`config.mk`:
```
export PLATFORM = sky130hd
export DESIGN_NAME = fmtxc_top
export DESIGN_NICKNAME = d
export VERILOG_FILES = /design/src/fmtxc_pkg.sv /design/src/fmtxc_prop_if.sv /design/src/fmtxc_top.sv /design/src/fmtxc_store.sv
export SDC_FILE = /design/constraint.sdc
export NUM_CORES = 1
export LEC_CHECK = 0
export ABC_CLOCK_PERIOD_IN_PS = 2700
export BUFFER_PORTS_ARGS = -buffer_cell sky130_fd_sc_hd__buf_2
export CAP_MARGIN = 0
export CORE_UTILIZATION = 45
export CTS_BUF_LIST = sky130_fd_sc_hd__clkbuf_4 sky130_fd_sc_hd__clkbuf_8
export DETAILED_ROUTE_END_ITERATION = 7
export PLACE_DENSITY = 0.69
export SLEW_MARGIN = 20
export SYNTH_ARGS = -nofsm -noshare
export SYNTH_HDL_FRONTEND = slang
export SYNTH_SLANG_ARGS = --single-unit
```
`constraint.sdc`:
```
create_clock -name clk_sys -period 2.7 [get_ports clk_sys]
set_input_delay 0.27 -clock clk_sys [delete_from_list [all_inputs] [get_ports clk_sys]]
set_output_delay 0.27 -clock clk_sys [all_outputs]
set_load 0.03 [all_outputs]
```
`src/fmtxc_pkg.sv`:
```
// Package for the transmit multiplex configuration store.
// Assumes property numbers arrive as 16-bit indices on the command port.
package fmtxc_pkg;
  // Property indices
  localparam logic [15:0] PROP_ENABLES   = 16'h2100;
  localparam logic [15:0] PROP_AUDIO_DEV = 16'h2101;
  localparam logic [15:0] PROP_PILOT_DEV = 16'h2102;
  localparam logic [15:0] PROP_RDS_DEV   = 16'h2103;
  localparam logic [15:0] PROP_LINE_LVL  = 16'h2104;
  // Reset values
  localparam logic [15:0] RST_ENABLES    = 16'h0003;
  localparam logic [15:0] RST_AUDIO_DEV  = 16'h1AA9;
  localparam logic [15:0] RST_PILOT_DEV  = 16'h02A3;
  localparam logic [15:0] RST_RDS_DEV    = 16'h00C8;
  localparam logic [15:0] RST_LINE_LVL   = 16'h327C;
  // Field positions and masks
  localparam int          BIT_PILOT      = 0;
  localparam int          BIT_STEREO     = 1;
  localparam int          BIT_RDS        = 2;
  localparam logic [15:0] MASK_ENABLES   = 16'h0007;
  localparam logic [15:0] MASK_LINE_LVL  = 16'h33FF;
  localparam int          ATTEN_LSB      = 12;
  localparam int          LEVEL_LSB      = 0;
  localparam int          NUM_PROPS      = 5;
  // Command codes
  localparam logic [1:0]  CMD_NONE       = 2'h0;
  localparam logic [1:0]  CMD_SET        = 2'h1;
  localparam logic [1:0]  CMD_GET        = 2'h2;
  // Cycles the store stays busy after a command
  localparam logic [1:0]  BUSY_CYCLES    = 2'h1;
  typedef enum logic [1:0] {
    FMTXC_IDLE,
    FMTXC_BUSY
  } fmtxc_state_t;
endpackage : fmtxc_pkg

```
`src/fmtxc_prop_if.sv`:
```
// Interface between the command sequencer and the property storage.
// Assumes one clock domain; a write strobe lasts one cycle.
`timescale 1ns/1ps
`default_nettype none
interface fmtxc_prop_if;
  logic        wr_en;
  logic [2:0]  wr_idx;
  logic [15:0] wr_data;
  logic [2:0]  rd_idx;
  logic [15:0] rd_data;
  logic [15:0] enables;
  logic [15:0] line_lvl;
  logic [15:0] audio_dev;
  logic [15:0] pilot_dev;
  logic [15:0] rds_dev;
  modport seq (output wr_en, output wr_idx, output wr_data, output rd_idx,
               input rd_data);
  modport store (input wr_en, input wr_idx, input wr_data, input rd_idx,
                 output rd_data, output enables, output line_lvl,
                 output audio_dev, output pilot_dev, output rds_dev);
endinterface : fmtxc_prop_if
`default_nettype wire

```
`src/fmtxc_top.sv`:
```
// Transmit multiplex configuration store with set/get command port.
// Assumes the controller holds cmd for one cycle and waits for cts.
// Functional notes
// - Enable property holds pilot, stereo, RDS enables; reset 0x0003.
// - Bit 2 gates RDS subcarrier; cleared at reset.
// - Bit 1 gates left-minus-right stereo; set at reset.
// - Bit 0 gates pilot tone; set at reset.
// - Clear-to-send rises once the next command is safe.
// - Audio deviation 16-bit, 10 Hz units, reset 6825.
// - Pilot deviation 16-bit, 10 Hz units, reset 675.
// - RDS deviation 16-bit, 10 Hz units, reset 200.
// - Line level bits 13:12 select attenuation range; reserved bits zero.
// - Line level bits 9:0 hold peak line amplitude in mV.
`timescale 1ns/1ps
`default_nettype none
module fmtxc_top (
  input  wire logic        clk_sys,
  input  wire logic        sys_rst,
  input  wire logic        powered_up,
  input  wire logic [1:0]  cmd,
  input  wire logic [15:0] prop_num,
  input  wire logic [15:0] prop_wdata,
  output logic             cts,
  output logic             cmd_error,
  output logic [15:0]      prop_rdata,
  output logic             rdata_valid,
  output logic             pilot_enable,
  output logic             stereo_diff_enable,
  output logic             rds_enable,
  output logic [15:0]      audio_dev_value,
  output logic [15:0]      pilot_dev_value,
  output logic [15:0]      subcarrier_dev_value,
  output logic [1:0]       line_atten_select,
  output logic [9:0]       line_peak_level_mv
);
  typedef struct packed {
    fmtxc_pkg::fmtxc_state_t state;
    logic [1:0]              busy_cnt;
    logic                    err;
    logic [15:0]             rdata;
    logic                    rvalid;
  } fmtxc_top_st_t;

  fmtxc_top_st_t st_r;
  fmtxc_top_st_t st_nxt;
  fmtxc_prop_if  pif ();
  logic [2:0]    idx;
  logic          hit;
  logic [15:0]   wmask;

  fmtxc_store u_store (
    .clk_sys (clk_sys),
    .sys_rst (sys_rst),
    .pif     (pif)
  );

  // Property number to storage index
  always_comb begin
    hit   = 1'b1;
    idx   = 3'h0;
    wmask = 16'hFFFF;
    if (prop_num == fmtxc_pkg::PROP_ENABLES) begin
      idx   = 3'h0;
      wmask = fmtxc_pkg::MASK_ENABLES;
    end else if (prop_num == fmtxc_pkg::PROP_AUDIO_DEV) begin
      idx = 3'h1;
    end else if (prop_num == fmtxc_pkg::PROP_PILOT_DEV) begin
      idx = 3'h2;
    end else if (prop_num == fmtxc_pkg::PROP_RDS_DEV) begin
      idx = 3'h3;
    end else if (prop_num == fmtxc_pkg::PROP_LINE_LVL) begin
      idx   = 3'h4;
      wmask = fmtxc_pkg::MASK_LINE_LVL;
    end else begin
      hit = 1'b0;
    end
  end

  // Commands are taken only when idle; reserved bits forced to zero
  // so a careless host cannot leave junk that reads back later.
  assign pif.rd_idx  = idx;
  assign pif.wr_idx  = idx;
  assign pif.wr_data = prop_wdata & wmask;
  assign pif.wr_en   = (st_r.state == fmtxc_pkg::FMTXC_IDLE) &&
                       (cmd == fmtxc_pkg::CMD_SET) && hit && powered_up;

  // Sequencer: accept, go busy, then raise clear-to-send
  always_comb begin
    st_nxt        = st_r;
    st_nxt.rvalid = 1'b0;
    case (st_r.state)
      fmtxc_pkg::FMTXC_IDLE: begin
        if (cmd != fmtxc_pkg::CMD_NONE) begin
          // Out-of-state or unknown access flagged, not stored
          st_nxt.err = !(powered_up && hit &&
                         ((cmd == fmtxc_pkg::CMD_SET) ||
                          (cmd == fmtxc_pkg::CMD_GET)));
          if (!st_nxt.err && (cmd == fmtxc_pkg::CMD_GET)) begin
            st_nxt.rdata  = pif.rd_data;
            st_nxt.rvalid = 1'b1;
          end
          st_nxt.busy_cnt = fmtxc_pkg::BUSY_CYCLES;
          st_nxt.state    = fmtxc_pkg::FMTXC_BUSY;
        end
      end
      fmtxc_pkg::FMTXC_BUSY: begin
        if (st_r.busy_cnt == 2'h1) begin
          st_nxt.state = fmtxc_pkg::FMTXC_IDLE;
        end
        st_nxt.busy_cnt = st_r.busy_cnt - 2'h1;
      end
      default: begin
        st_nxt.state = fmtxc_pkg::FMTXC_IDLE;
      end
    endcase
  end

  // State register
  always_ff @(posedge clk_sys or posedge sys_rst) begin
    if (sys_rst) begin
      st_r.state    <= fmtxc_pkg::FMTXC_IDLE;
      st_r.busy_cnt <= 2'h0;
      st_r.err      <= 1'b0;
      st_r.rdata    <= 16'h0000;
      st_r.rvalid   <= 1'b0;
    end else begin
      st_r <= st_nxt;
    end
  end

  assign cts         = (st_r.state == fmtxc_pkg::FMTXC_IDLE);
  assign cmd_error   = st_r.err;
  assign prop_rdata  = st_r.rdata;
  assign rdata_valid = st_r.rvalid;

  // Multiplex controls straight from stored registers
  assign rds_enable         = pif.enables[fmtxc_pkg::BIT_RDS];
  assign stereo_diff_enable = pif.enables[fmtxc_pkg::BIT_STEREO];
  assign pilot_enable       = pif.enables[fmtxc_pkg::BIT_PILOT];
  assign audio_dev_value      = pif.audio_dev;
  assign pilot_dev_value      = pif.pilot_dev;
  assign subcarrier_dev_value = pif.rds_dev;
  assign line_atten_select  =
    pif.line_lvl[fmtxc_pkg::ATTEN_LSB +: 2];
  assign line_peak_level_mv =
    pif.line_lvl[fmtxc_pkg::LEVEL_LSB +: 10];
endmodule : fmtxc_top
`default_nettype wire

```
`src/fmtxc_store.sv`:
```
// Property storage: five 16-bit registers with reset defaults.
// Assumes writes arrive already masked to their legal bits.
`timescale 1ns/1ps
`default_nettype none
module fmtxc_store (
  input  wire logic clk_sys,
  input  wire logic sys_rst,
  fmtxc_prop_if.store pif
);
  typedef struct packed {
    logic [fmtxc_pkg::NUM_PROPS-1:0][15:0] prop;
  } fmtxc_store_st_t;

  fmtxc_store_st_t st_r;
  fmtxc_store_st_t st_nxt;

  // Last written value wins per entry
  always_comb begin
    st_nxt = st_r;
    if (pif.wr_en && (pif.wr_idx < 3'(fmtxc_pkg::NUM_PROPS))) begin
      st_nxt.prop[pif.wr_idx] = pif.wr_data;
    end
  end

  // Constants only under reset
  always_ff @(posedge clk_sys or posedge sys_rst) begin
    if (sys_rst) begin
      st_r.prop <= {fmtxc_pkg::RST_LINE_LVL, fmtxc_pkg::RST_RDS_DEV,
                    fmtxc_pkg::RST_PILOT_DEV, fmtxc_pkg::RST_AUDIO_DEV,
                    fmtxc_pkg::RST_ENABLES};
    end else begin
      st_r <= st_nxt;
    end
  end

  // Out-of-range index reads zero
  assign pif.rd_data = (pif.rd_idx < 3'(fmtxc_pkg::NUM_PROPS)) ?
                       st_r.prop[pif.rd_idx] : 16'h0000;
  assign pif.enables   = st_r.prop[0];
  assign pif.audio_dev = st_r.prop[1];
  assign pif.pilot_dev = st_r.prop[2];
  assign pif.rds_dev   = st_r.prop[3];
  assign pif.line_lvl  = st_r.prop[4];
endmodule : fmtxc_store
`default_nettype wire

```
==> run_summary.xml, run 1 <==
<?xml version="1.0" encoding="UTF-8"?>
<metrics>
  <group name="global_routing">
    <metric name="wire_length_of_the_first_global_routing_pass" unit="microns">18400</metric>
    <metric name="gr-usage-all-layers" unit="">0.218</metric>
    <metric name="globalRouteOverflowTotal" unit="">0</metric>
    <metric name="grt_max_degree" unit="">44</metric>
    <metric name="grt_pass1_vias" unit="">3310</metric>
    <metric name="antenna_violations_before_repair" unit="">0</metric>
  </group>
  <group name="timing">
    <metric name="setup_viol_count_final" unit="">0</metric>
    <metric name="finalHoldWorstSlack" unit="ps">65.5</metric>
    <metric name="totalNegativeSetupSlack" unit="ps">0</metric>
    <metric name="upper_clock_frequency_limit" unit="MHz">455</metric>
    <metric name="final_period_minus_worst_setup_slack" unit="ps">2200</metric>
    <metric name="max_slew_violations" unit="">0</metric>
    <metric name="timing.max_slew.rel_slack" unit="">0.293</metric>
    <metric name="fin_crit_sh" unit="">0.815</metric>
    <metric name="rsz0062_at_grt" unit="">no</metric>
    <metric name="final-hold-violation-count" unit="">0</metric>
    <metric name="tightest_slew" unit="ps">1060</metric>
    <metric name="final.setup_skew" unit="ps">13.5</metric>
  </group>
  <group name="yosys">
    <metric name="yosys.cell_types.count" unit="">39</metric>
    <metric name="ys_ff_latch" unit="">101</metric>
    <metric name="yosysSeqAreaShare" unit="">0.528</metric>
    <metric name="mappedNetlistNets" unit="">435</metric>
    <metric name="netlist.area_leader.share" unit="">0.392</metric>
    <metric name="mappedNetlistArea" unit="sq mm">0.00485</metric>
    <metric name="postSynthCellCount" unit="">394</metric>
    <metric name="synthDominantAreaCellType" unit="">dfrtp_1</metric>
    <metric name="yosysWarnings" unit="">0</metric>
    <metric name="syn_area_per_cell" unit="sq um">12.3</metric>
    <metric name="synthTopCellsByArea" unit="">dfrtp_1 (39%), dfstp_2 (14%), mux2_2 (12%)</metric>
  </group>
  <group name="power_and_ir_drop">
    <metric name="combinationalPowerShare" unit="">0.068</metric>
    <metric name="p_sw" unit="uW">636</metric>
    <metric name="vdd.ir_drop.worst" unit="mV">0.209</metric>
    <metric name="leakage" unit="nW">3.06</metric>
    <metric name="power_switching_share" unit="">0.243</metric>
    <metric name="power_frac_seq" unit="">0.596</metric>
    <metric name="p_total" unit="mW">2.61</metric>
    <metric name="pwr_density_cell" unit="mW/mm^2">465</metric>
    <metric name="intPower" unit="mW">1.98</metric>
    <metric name="p_clk_frac" unit="">0.336</metric>
  </group>
  <group name="clocking">
    <metric name="clk_path_buf_depth" unit="">2</metric>
    <metric name="cts_num_sinks" unit="">101</metric>
    <metric name="clock_slew_at_the_register_clock_pins_of_the_worst_setup_and_hold_paths" unit="ps">100</metric>
    <metric name="h-tree-depth" unit="">3</metric>
    <metric name="cts_root_buf" unit="">clkbuf_8</metric>
    <metric name="number_of_hold_buffers_added_after_cts" unit="">0</metric>
    <metric name="tritoncts_clock_tree" unit="">yes</metric>
    <metric name="cts.repair.resized" unit="">0</metric>
    <metric name="numCtsBuffers" unit="">9</metric>
    <metric name="clkLatencyLatePin" unit="ps">360</metric>
    <metric name="cts_setup_buffers" unit="">0</metric>
  </group>
  <group name="floorplanning">
    <metric name="die_w" unit="microns">106</metric>
    <metric name="placeableCoreArea" unit="sq mm">0.0104</metric>
    <metric name="die_height" unit="microns">106</metric>
    <metric name="io-pin-count" unit="">119</metric>
    <metric name="initial_utilization" unit="">0.467</metric>
    <metric name="rows" unit="">37</metric>
    <metric name="die-area" unit="sq mm">0.0112</metric>
  </group>
  <group name="detailed_routing">
    <metric name="detailedRoute.firstPassIterationCount" unit="">4</metric>
    <metric name="dr.first_iter.drc_count" unit="">160</metric>
    <metric name="via_count" unit="">3390</metric>
    <metric name="drt-vias-per-instance" unit="">5.35</metric>
    <metric name="avgRoutedWirePerCell" unit="microns">18.2</metric>
    <metric name="final_antenna_net_count" unit="">0</metric>
    <metric name="drt-total-wl" unit="microns">11500</metric>
    <metric name="drcViolationCount" unit="">0</metric>
  </group>
  <group name="critical_path">
    <metric name="critPathCaptureType" unit="">flip-flop</metric>
    <metric name="setup.worst_path.start_class" unit="">input pin</metric>
    <metric name="worstSetupPathType" unit="">in -&gt; reg</metric>
    <metric name="rr_worst_depth" unit="">4</metric>
    <metric name="r2r_setup_slack" unit="ps">570</metric>
    <metric name="path_max_fanout" unit="">16</metric>
    <metric name="capture_point_of_the_worst_reg_to_reg_path" unit="">u_store.pif.enables[2]</metric>
    <metric name="reg2reg_from" unit="">st_r[20]</metric>
    <metric name="timing.critical_path.required" unit="ps">2950</metric>
    <metric name="worst-endpoint-arrival" unit="ps">2450</metric>
  </group>
  <group name="job">
    <metric name="drv_cap" unit="">0</metric>
  </group>
  <group name="layout">
    <metric name="layout_commonest_cell" unit="">buf_2</metric>
    <metric name="layout.cell_area.non_filler" unit="sq mm">0.00562</metric>
    <metric name="final_cell_mix" unit="">buf_2 (118), dfrtp_1 (76), mux2_2 (53)</metric>
    <metric name="n_fill_cell" unit="">921</metric>
    <metric name="finalCoreUtilization" unit="">0.542</metric>
    <metric name="share_of_layout_cells_above_drive_strength_1" unit="">0.494</metric>
    <metric name="insertedDiodeCount" unit="">0</metric>
    <metric name="design.final.nets" unit="">534</metric>
    <metric name="synthToLayoutAreaGrowth" unit="%">16.0</metric>
  </group>
  <group name="hold_path">
    <metric name="timing.hold.worst.class" unit="">in -&gt; async</metric>
  </group>
  <group name="outcome">
    <metric name="outcome" unit="">finished, final reports clean</metric>
  </group>
  <group name="place">
    <metric name="placed_cell_area" unit="sq mm">0.00545</metric>
    <metric name="numPortBuffers" unit="">118</metric>
    <metric name="place_hpwl" unit="microns">8040</metric>
    <metric name="gp_congestion" unit="">0.766</metric>
  </group>
</metrics>
==> routing by layer <==
metal | share of wire | routed length, microns | GRT usage
met1 | 0.46 | 5270 | 0.302
met2 | 0.49 | 5650 | 0.353
met3 | 0.039 | 450 | 0.0278
met4 | 0.015 | 176 | 0.0754
met5 | 0 | 0 | 0
==> cells in the mapped netlist <==
cell type / count
nor4b_4: 2
nand3_1: 4
and2_1: 27
a21oi_1: 1
o22a_1: 1
nor4b_1: 2
o21ai_0: 15
mux2_2: 53
o22ai_1: 16
a22o_1: 1
dfstp_2: 25
a31oi_1: 1
nor3_1: 2
buf_4: 31
or3_1: 2
nor2b_1: 1
nand4_1: 8
mux2_4: 10
nand2_1: 1
buf_2: 1
nand4b_1: 1
o31ai_1: 15
mux2i_1: 18
o21ai_1: 1
dfrtp_1: 76
ha_1: 4
or2_1: 1
and3b_1: 1
nor2_1: 24
nor4_4: 1
a21boi_1: 1
a21boi_0: 14
inv_1: 9
and3_1: 5
nor3b_1: 1
clkbuf_1: 14
nor4bb_1: 1
or3b_1: 1
buf_6: 2
==> logic make-up (layout without fill, tap and decap cells) <==
kind of cell             count (synthesis)  count (layout)  share of synthesized area
flip-flops                             101             101                      0.528
AND/OR/NAND/NOR                         85              85                      0.109
multiplexers                            81              81                      0.191
AO/OA/AOI/OAI                           66              66                     0.0896
buffers and inverters                   57             161                     0.0715
adder cells (fa/ha/maj)                  4               4                     0.0103
==> worst max-delay path, stage by stage <==
cell and delay [ps]:
buf_2 110, nor4b_4 400, and3_1 380, nand3_1 210, or3b_1 700, mux2_2 370
==> power groups by stage <==
stage | registers [mW] | clock network (mW) | logic, mW
global route | 1.56 | 0.963 | 0.205
finish | 1.56 | 0.877 | 0.178
floorplan | 1.58 | 0 | 0.111
CTS | 1.56 | 0.900 | 0.182
global placement | 1.58 | 0 | 0.175
detailed placement | 1.59 | 0 | 0.182
==> worst max path at each step <==
stage,from,end,slack (ps),cells past startpoint
floorplan,prop_num[11],u_store.pif.audio_dev[13],600,8
global placement,prop_num[11],u_store.pif.enables[2],200,6
detailed placement,prop_num[11],prop_rdata[11],130,6
CTS,prop_num[11],prop_rdata[14],540,6
global route,prop_num[11],prop_rdata[8],380,6
finish,prop_num[11],u_store.pif.enables[2],500,6
==> sequential cells by signal, indices dropped and copies added, names as in the netlist <==
name                   cells
prop_rdata                16
u_store.pif.audio_dev     16
u_store.pif.enables       16
u_store.pif.line_lvl      16
u_store.pif.pilot_dev     16
u_store.pif.rds_dev       16
st_r                       3
cmd_error                  1
rdata_valid                1
==> through the flow <==
step	std cells	worst slack (ps)
2_1_floorplan	394	601
3_3_place_gp	618	196
3_5_place_dp	618	133
4_1_cts	634	537
5_1_grt	634	383
6_report	634	500
==> cell type report <==
type / instances / area, sq um / share of cell area
Sequential cell: 101 / 2560 / 0.455
Multi-Input combinational cell: 236 / 1950 / 0.346
Timing Repair Buffer: 136 / 738 / 0.131
Tap cell: 136 / 170 / 0.0303
Clock buffer: 12 / 146 / 0.0260
Inverter: 9 / 37.5 / 0.00668
Clock inverter: 4 / 26.3 / 0.00467
(Power assumes the default switching activity.)
==> inputs of run 2 (changes only) <==
- ABC_CLOCK_PERIOD_IN_PS: 2700 -> 2200
- PLACE_DENSITY: 0.69 -> 0.66
- clock period: 2.7 -> 2.2 ns (I/O delays scaled with it)
==> run_summary.xml, run 2 (synthesis results as in run 1) <==
<?xml version="1.0" encoding="UTF-8"?>
<metrics>
  <group name="outcome">
    <metric name="outcome" unit="">finished, final reports clean</metric>
  </group>
  <group name="critical_path">
    <metric name="critPathCaptureType" unit="">flip-flop</metric>
    <metric name="worstSetupPathType" unit="">in -&gt; reg</metric>
    <metric name="worstPathBufferInverterCount" unit="">2</metric>
    <metric name="reg2reg_from" unit="">st_r[20]</metric>
    <metric name="crit_family" unit="">simple AND/OR/NAND/NOR gates</metric>
    <metric name="worst_setup_path_startpoint" unit="">prop_num[15]</metric>
    <metric name="critical-path-slowest-cell" unit="">or3b_1</metric>
    <metric name="timing.critical_path.required" unit="ps">2450</metric>
    <metric name="worst-endpoint-arrival" unit="ps">2280</metric>
    <metric name="crit_chain" unit="">buf_2 &gt; nor4b_4 &gt; and3_1 &gt; nand3_1 &gt; or3b_1 &gt; buf_4 &gt; and2_1</metric>
    <metric name="setup.worst_path.start_class" unit="">input pin</metric>
    <metric name="critPathMaxStageDelay" unit="ps">590</metric>
    <metric name="path_max_fanout" unit="">8</metric>
  </group>
  <group name="layout">
    <metric name="final_cell_mix" unit="">buf_2 (118), dfrtp_1 (76), mux2_2 (53)</metric>
    <metric name="storage_cell_area" unit="sq mm">0.00256</metric>
    <metric name="insertedDiodeCount" unit="">0</metric>
    <metric name="instances_no_fill" unit="">642</metric>
    <metric name="share_of_layout_cells_above_drive_strength_1" unit="">0.502</metric>
    <metric name="total_area_of_multi_input_combinational_cells" unit="sq mm">0.00195</metric>
    <metric name="layout_commonest_cell" unit="">buf_2</metric>
    <metric name="design.final.nets" unit="">542</metric>
    <metric name="synthToLayoutAreaGrowth" unit="%">19.0</metric>
    <metric name="layout.cell_area.non_filler" unit="sq mm">0.00576</metric>
    <metric name="n_fill_cell" unit="">917</metric>
  </group>
  <group name="place">
    <metric name="numPortBuffers" unit="">118</metric>
    <metric name="placed_cells" unit="">625</metric>
    <metric name="place_hpwl" unit="microns">8440</metric>
    <metric name="gp_congestion" unit="">0.746</metric>
    <metric name="placed_cell_area" unit="sq mm">0.00553</metric>
  </group>
  <group name="power_and_ir_drop">
    <metric name="power_switching_share" unit="">0.232</metric>
    <metric name="pwr_density_cell" unit="mW/mm^2">599</metric>
    <metric name="p_clk_frac" unit="">0.379</metric>
    <metric name="intPower" unit="mW">2.65</metric>
    <metric name="leakage" unit="nW">3.13</metric>
    <metric name="power_frac_seq" unit="">0.553</metric>
    <metric name="vdd.ir_drop.worst" unit="mV">0.300</metric>
    <metric name="p_sw" unit="uW">803</metric>
    <metric name="combinationalPowerShare" unit="">0.068</metric>
    <metric name="p_total" unit="mW">3.46</metric>
  </group>
  <group name="timing">
    <metric name="fin_crit_sh" unit="">0.923</metric>
    <metric name="rsz0062_at_grt" unit="">no</metric>
    <metric name="upper_clock_frequency_limit" unit="MHz">493</metric>
    <metric name="final.setup_skew" unit="ps">6.79</metric>
    <metric name="final-hold-violation-count" unit="">0</metric>
    <metric name="timing.max_slew.rel_slack" unit="">0.515</metric>
    <metric name="setup_viol_count_final" unit="">0</metric>
    <metric name="totalNegativeSetupSlack" unit="ps">0</metric>
    <metric name="tightest_slew" unit="ps">727</metric>
    <metric name="final_period_minus_worst_setup_slack" unit="ps">2030</metric>
    <metric name="max_slew_violations" unit="">0</metric>
  </group>
  <group name="detailed_routing">
    <metric name="final_antenna_net_count" unit="">0</metric>
    <metric name="avgRoutedWirePerCell" unit="microns">19.0</metric>
    <metric name="drt-vias-per-instance" unit="">5.41</metric>
    <metric name="via_count" unit="">3471</metric>
    <metric name="detailedRoute.firstPassIterationCount" unit="">4</metric>
    <metric name="dr.first_iter.drc_count" unit="">176</metric>
    <metric name="drcViolationCount" unit="">0</metric>
    <metric name="drt-total-wl" unit="microns">12200</metric>
  </group>
  <group name="global_routing">
    <metric name="globalRouteOverflowTotal" unit="">0</metric>
    <metric name="grt_util_met2" unit="">0.375</metric>
    <metric name="grt_max_degree" unit="">38</metric>
    <metric name="gr-max-usage-layer" unit="">met2</metric>
    <metric name="grtUsageMet1" unit="">0.310</metric>
    <metric name="gr-usage-all-layers" unit="">0.229</metric>
    <metric name="antenna_violations_before_repair" unit="">0</metric>
    <metric name="wire_length_of_the_first_global_routing_pass" unit="microns">19400</metric>
    <metric name="grt_pass1_vias" unit="">3559</metric>
    <metric name="grt_use_met3" unit="">0.0421</metric>
  </group>
  <group name="hold_path">
    <metric name="timing.hold.worst.class" unit="">in -&gt; reg</metric>
    <metric name="worst_hold_startpoint" unit="">prop_wdata[1]</metric>
  </group>
  <group name="floorplanning">
    <metric name="initial_utilization" unit="">0.467</metric>
    <metric name="placeableCoreArea" unit="sq mm">0.0104</metric>
    <metric name="die-area" unit="sq mm">0.0112</metric>
    <metric name="die_w" unit="microns">106</metric>
    <metric name="die_height" unit="microns">106</metric>
    <metric name="io-pin-count" unit="">119</metric>
    <metric name="rows" unit="">37</metric>
  </group>
  <group name="clocking">
    <metric name="h-tree-depth" unit="">3</metric>
    <metric name="clkLatencyLatePin" unit="ps">350</metric>
    <metric name="clock_slew_at_the_register_clock_pins_of_the_worst_setup_and_hold_paths" unit="ps">100</metric>
    <metric name="cts_root_buf" unit="">clkbuf_8</metric>
    <metric name="clk_path_buf_depth" unit="">2</metric>
    <metric name="tritoncts_clock_tree" unit="">yes</metric>
    <metric name="numCtsBuffers" unit="">9</metric>
    <metric name="cts_num_sinks" unit="">101</metric>
  </group>
  <group name="job">
    <metric name="drv_cap" unit="">0</metric>
  </group>
</metrics>
==> run 2: changes by cell type in the layout (fill, tap and decap cells not counted), sizes merged <==
cell and delta:
buf +7, bufinv +2, clkbuf -2, clkinv +1, dlygate4sd3 +1, inv -1
==> run 2: final timing paths <==
| kind | to | slack (ps) | cells past startpoint |
|---|---|---|---|
| setup / recovery | u_store.pif.enables[3] | 170 | 7 |
| hold / removal | u_store.pif.audio_dev[1] | 140 | 2 |
| setup reg to reg | u_store.pif.enables[3] | 190 | 5 |
| hold reg to reg | u_store.pif.line_lvl[11] | 500 | 1 |
| max in group asynchronous | u_store.pif.audio_dev[5] | 1000 | 4 |
| min in group asynchronous | u_store.pif.pilot_dev[8] | 520 | 3 |
==> run 2: power by group through the flow <==
stage	combinational, mW	clock [mW]	sequential (mW)
finish	0.234	1.31	1.91
global route	0.266	1.41	1.92
CTS	0.238	1.33	1.91
detailed placement	0.236	0	1.95
global placement	0.222	0	1.94
floorplan	0.137	0	1.94
==> run 2: what timing repair did <==
item	4_1_cts	5_1_grt
hold endpoints to repair	16	0
setup endpoints to repair	0	15
hold buffers	1	0
setup buffers	0	0
gates resized for setup	0	1
==> run 2: area by class of cell <==
cell class,count,area share
inverter,9,0.00651
tap,136,0.0295
clock buffer,10,0.0239
multi-input combinational,236,0.338
timing repair buffer,144,0.143
clock inverter,6,0.0150
sequential,101,0.444
==> run 2: metal layers <==
| metal | vias to the layer above | part of all wire |
|---|---|---|
| li1 | 1595 | - |
| met1 | 1733 | 0.45 |
| met2 | 126 | 0.48 |
| met3 | 17 | 0.053 |
| met4 | 0 | 0.016 |
| met5 | - | 0 |
==> run 2: metrics by stage <==
step / hold WS [ps] / utilization / worst slack [ps]
3_3_place_gp: 362 / 0.533 / -188
5_1_grt: 135 / 0.556 / 63.7
2_1_floorplan: 368 / - / 151
6_report: 144 / 0.556 / 170
4_1_cts: 128 / 0.556 / 75.6
3_5_place_dp: 365 / 0.533 / -280
==> inputs of run 3 (changes only) <==
- BUFFER_PORTS_ARGS: -buffer_cell sky130_fd_sc_hd__buf_2 -> -buffer_cell sky130_fd_sc_hd__clkbuf_2
==> run_summary.xml, run 3 (synthesis results as in run 1) <==
<?xml version="1.0" encoding="UTF-8"?>
<metrics>
  <group name="timing">
    <metric name="timing.max_slew.rel_slack" unit="">0.536</metric>
    <metric name="setup_viol_count_final" unit="">0</metric>
    <metric name="finalHoldWorstSlack" unit="ps">158</metric>
    <metric name="upper_clock_frequency_limit" unit="MHz">512</metric>
    <metric name="final-hold-violation-count" unit="">0</metric>
    <metric name="rsz0062_at_grt" unit="">no</metric>
    <metric name="fin_crit_sh" unit="">0.887</metric>
    <metric name="final_period_minus_worst_setup_slack" unit="ps">1950</metric>
    <metric name="final.setup_skew" unit="ps">9.23</metric>
    <metric name="tightest_slew" unit="ps">695</metric>
    <metric name="max_slew_violations" unit="">0</metric>
    <metric name="totalNegativeSetupSlack" unit="ps">0</metric>
  </group>
  <group name="global_routing">
    <metric name="globalRouteOverflowTotal" unit="">0</metric>
    <metric name="grt_max_degree" unit="">38</metric>
    <metric name="gr-usage-all-layers" unit="">0.227</metric>
    <metric name="antenna_violations_before_repair" unit="">0</metric>
    <metric name="wire_length_of_the_first_global_routing_pass" unit="microns">19200</metric>
    <metric name="grt_pass1_vias" unit="">3574</metric>
  </group>
  <group name="power_and_ir_drop">
    <metric name="pwr_density_cell" unit="mW/mm^2">563</metric>
    <metric name="p_clk_frac" unit="">0.332</metric>
    <metric name="p_total" unit="mW">3.21</metric>
    <metric name="power_switching_share" unit="">0.246</metric>
    <metric name="power_frac_seq" unit="">0.596</metric>
    <metric name="intPower" unit="mW">2.42</metric>
    <metric name="combinationalPowerShare" unit="">0.072</metric>
    <metric name="p_sw" unit="uW">789</metric>
    <metric name="vdd.ir_drop.worst" unit="mV">0.266</metric>
    <metric name="leakage" unit="nW">3.03</metric>
  </group>
  <group name="critical_path">
    <metric name="timing.critical_path.required" unit="ps">2450</metric>
    <metric name="critPathCaptureType" unit="">flip-flop</metric>
    <metric name="worst-endpoint-arrival" unit="ps">2210</metric>
    <metric name="worstSetupPathType" unit="">in -&gt; reg</metric>
    <metric name="path_max_fanout" unit="">13</metric>
    <metric name="r2r_setup_slack" unit="ps">270</metric>
    <metric name="setup.worst_path.start_class" unit="">input pin</metric>
  </group>
  <group name="hold_path">
    <metric name="timing.hold.worst.class" unit="">in -&gt; reg</metric>
  </group>
  <group name="clocking">
    <metric name="tritoncts_clock_tree" unit="">yes</metric>
    <metric name="cts_num_sinks" unit="">101</metric>
    <metric name="clkLatencyLatePin" unit="ps">370</metric>
    <metric name="clk_path_buf_depth" unit="">2</metric>
    <metric name="h-tree-depth" unit="">3</metric>
    <metric name="cts_root_buf" unit="">clkbuf_8</metric>
    <metric name="numCtsBuffers" unit="">9</metric>
    <metric name="clock_slew_at_the_register_clock_pins_of_the_worst_setup_and_hold_paths" unit="ps">90</metric>
  </group>
  <group name="detailed_routing">
    <metric name="dr.first_iter.drc_count" unit="">103</metric>
    <metric name="met2_length" unit="microns">6060</metric>
    <metric name="met3_wirelength_from_detailed_routing" unit="microns">451</metric>
    <metric name="detailedRoute.firstPassIterationCount" unit="">4</metric>
    <metric name="wl_met1" unit="microns">5340</metric>
    <metric name="drt-vias-per-instance" unit="">5.32</metric>
    <metric name="uppermost_metal_layer_occupied_by_signal_nets" unit="">met4</metric>
    <metric name="drcViolationCount" unit="">0</metric>
    <metric name="drt-total-wl" unit="microns">12000</metric>
    <metric name="via_count" unit="">3405</metric>
    <metric name="avgRoutedWirePerCell" unit="microns">18.8</metric>
    <metric name="final_antenna_net_count" unit="">0</metric>
  </group>
  <group name="job">
    <metric name="drv_cap" unit="">0</metric>
  </group>
  <group name="floorplanning">
    <metric name="initial_utilization" unit="">0.467</metric>
    <metric name="die_height" unit="microns">106</metric>
    <metric name="rows" unit="">37</metric>
    <metric name="placeableCoreArea" unit="sq mm">0.0104</metric>
    <metric name="die-area" unit="sq mm">0.0112</metric>
    <metric name="die_w" unit="microns">106</metric>
    <metric name="io-pin-count" unit="">119</metric>
  </group>
  <group name="place">
    <metric name="gp_congestion" unit="">0.745</metric>
    <metric name="place_hpwl" unit="microns">8320</metric>
    <metric name="placed_cells" unit="">623</metric>
    <metric name="numPortBuffers" unit="">118</metric>
  </group>
  <group name="layout">
    <metric name="share_of_layout_cells_above_drive_strength_1" unit="">0.500</metric>
    <metric name="synthToLayoutAreaGrowth" unit="%">17.7</metric>
    <metric name="finalCoreUtilization" unit="">0.550</metric>
    <metric name="instances_no_fill" unit="">640</metric>
    <metric name="final_cell_mix" unit="">clkbuf_2 (118), dfrtp_1 (76), mux2_2 (53)</metric>
    <metric name="design.final.nets" unit="">540</metric>
    <metric name="layout_commonest_cell" unit="">clkbuf_2</metric>
    <metric name="insertedDiodeCount" unit="">0</metric>
  </group>
  <group name="outcome">
    <metric name="outcome" unit="">finished, final reports clean</metric>
  </group>
</metrics>
[run 3: changes by cell type in the layout (fill, tap and decap cells not counted), sizes merged]
| cell | previous run | this run |
|---|---|---|
| buf | 143 | 23 |
| clkinv | 3 | 4 |
| bufinv | 2 | 0 |
| clkbuf | 10 | 128 |
| clkinvlp | 2 | 3 |
[run 3: per-layer routing]
| metal | up-vias | GRT usage |
|---|---|---|
| met5 | - | 0 |
| met4 | 0 | 0.0675 |
| met3 | 15 | 0.0414 |
| met2 | 97 | 0.382 |
| met1 | 1706 | 0.300 |
| li1 | 1587 | - |
[run 3: per-stage QoR]
step | worst slack, ps | cell area [sq um]
CTS | 105 | 5700
global placement | -190 | 5510
floorplan | 151 | 4850
detailed placement | -312 | 5510
finish | 248 | 5700
global route | 104 | 5700
[run 3: worst paths after layout]
kind / start / end / cells past startpoint
max reg2reg: st_r[20] / u_store.pif.enables[9] / 5
max in group asynchronous: sys_rst / u_store.pif.pilot_dev[0] / 4
min: prop_wdata[2] / u_store.pif.audio_dev[2] / 2
max: prop_num[5] / u_store.pif.enables[9] / 7
min reg2reg: u_store.pif.line_lvl[11] / u_store.pif.line_lvl[11] / 1
min in group asynchronous: sys_rst / u_store.pif.audio_dev[8] / 3
[run 3: power groups by stage]
stage / clock network (mW) / registers [mW] / logic (mW)
floorplan: 0 / 1.94 / 0.137
global placement: 0 / 1.94 / 0.222
detailed placement: 0 / 1.95 / 0.232
CTS: 1.10 / 1.91 / 0.235
global route: 1.17 / 1.92 / 0.256
finish: 1.06 / 1.91 / 0.232
[run 3: area by class of cell]
| type | instances | area [sq um] |
|---|---|---|
| fill | 948 | 4670 |
| timing repair buffer | 142 | 811 |
| sequential | 101 | 2560 |
| inverter | 9 | 37.5 |
| tap | 136 | 170 |
| multi-input combinational | 236 | 1950 |
| clock buffer | 10 | 138 |
| clock inverter | 6 | 38.8 |
[run 3: repair_timing]
| action | CTS | global route |
|---|---|---|
| setup buffers | 0 | 0 |
| gates resized for setup | 0 | 1 |
| endpoints found under the hold margin | 16 | 0 |
| endpoints found under the setup margin | 0 | 13 |
| hold buffers | 1 | 0 |
[run 3: critical path, cell delays in order]
cell and delay (ps):
clkbuf_2 100, nor4_4 390, and3_1 390, nand3_1 180, or3b_1 530, buf_4 230
and2_1 170
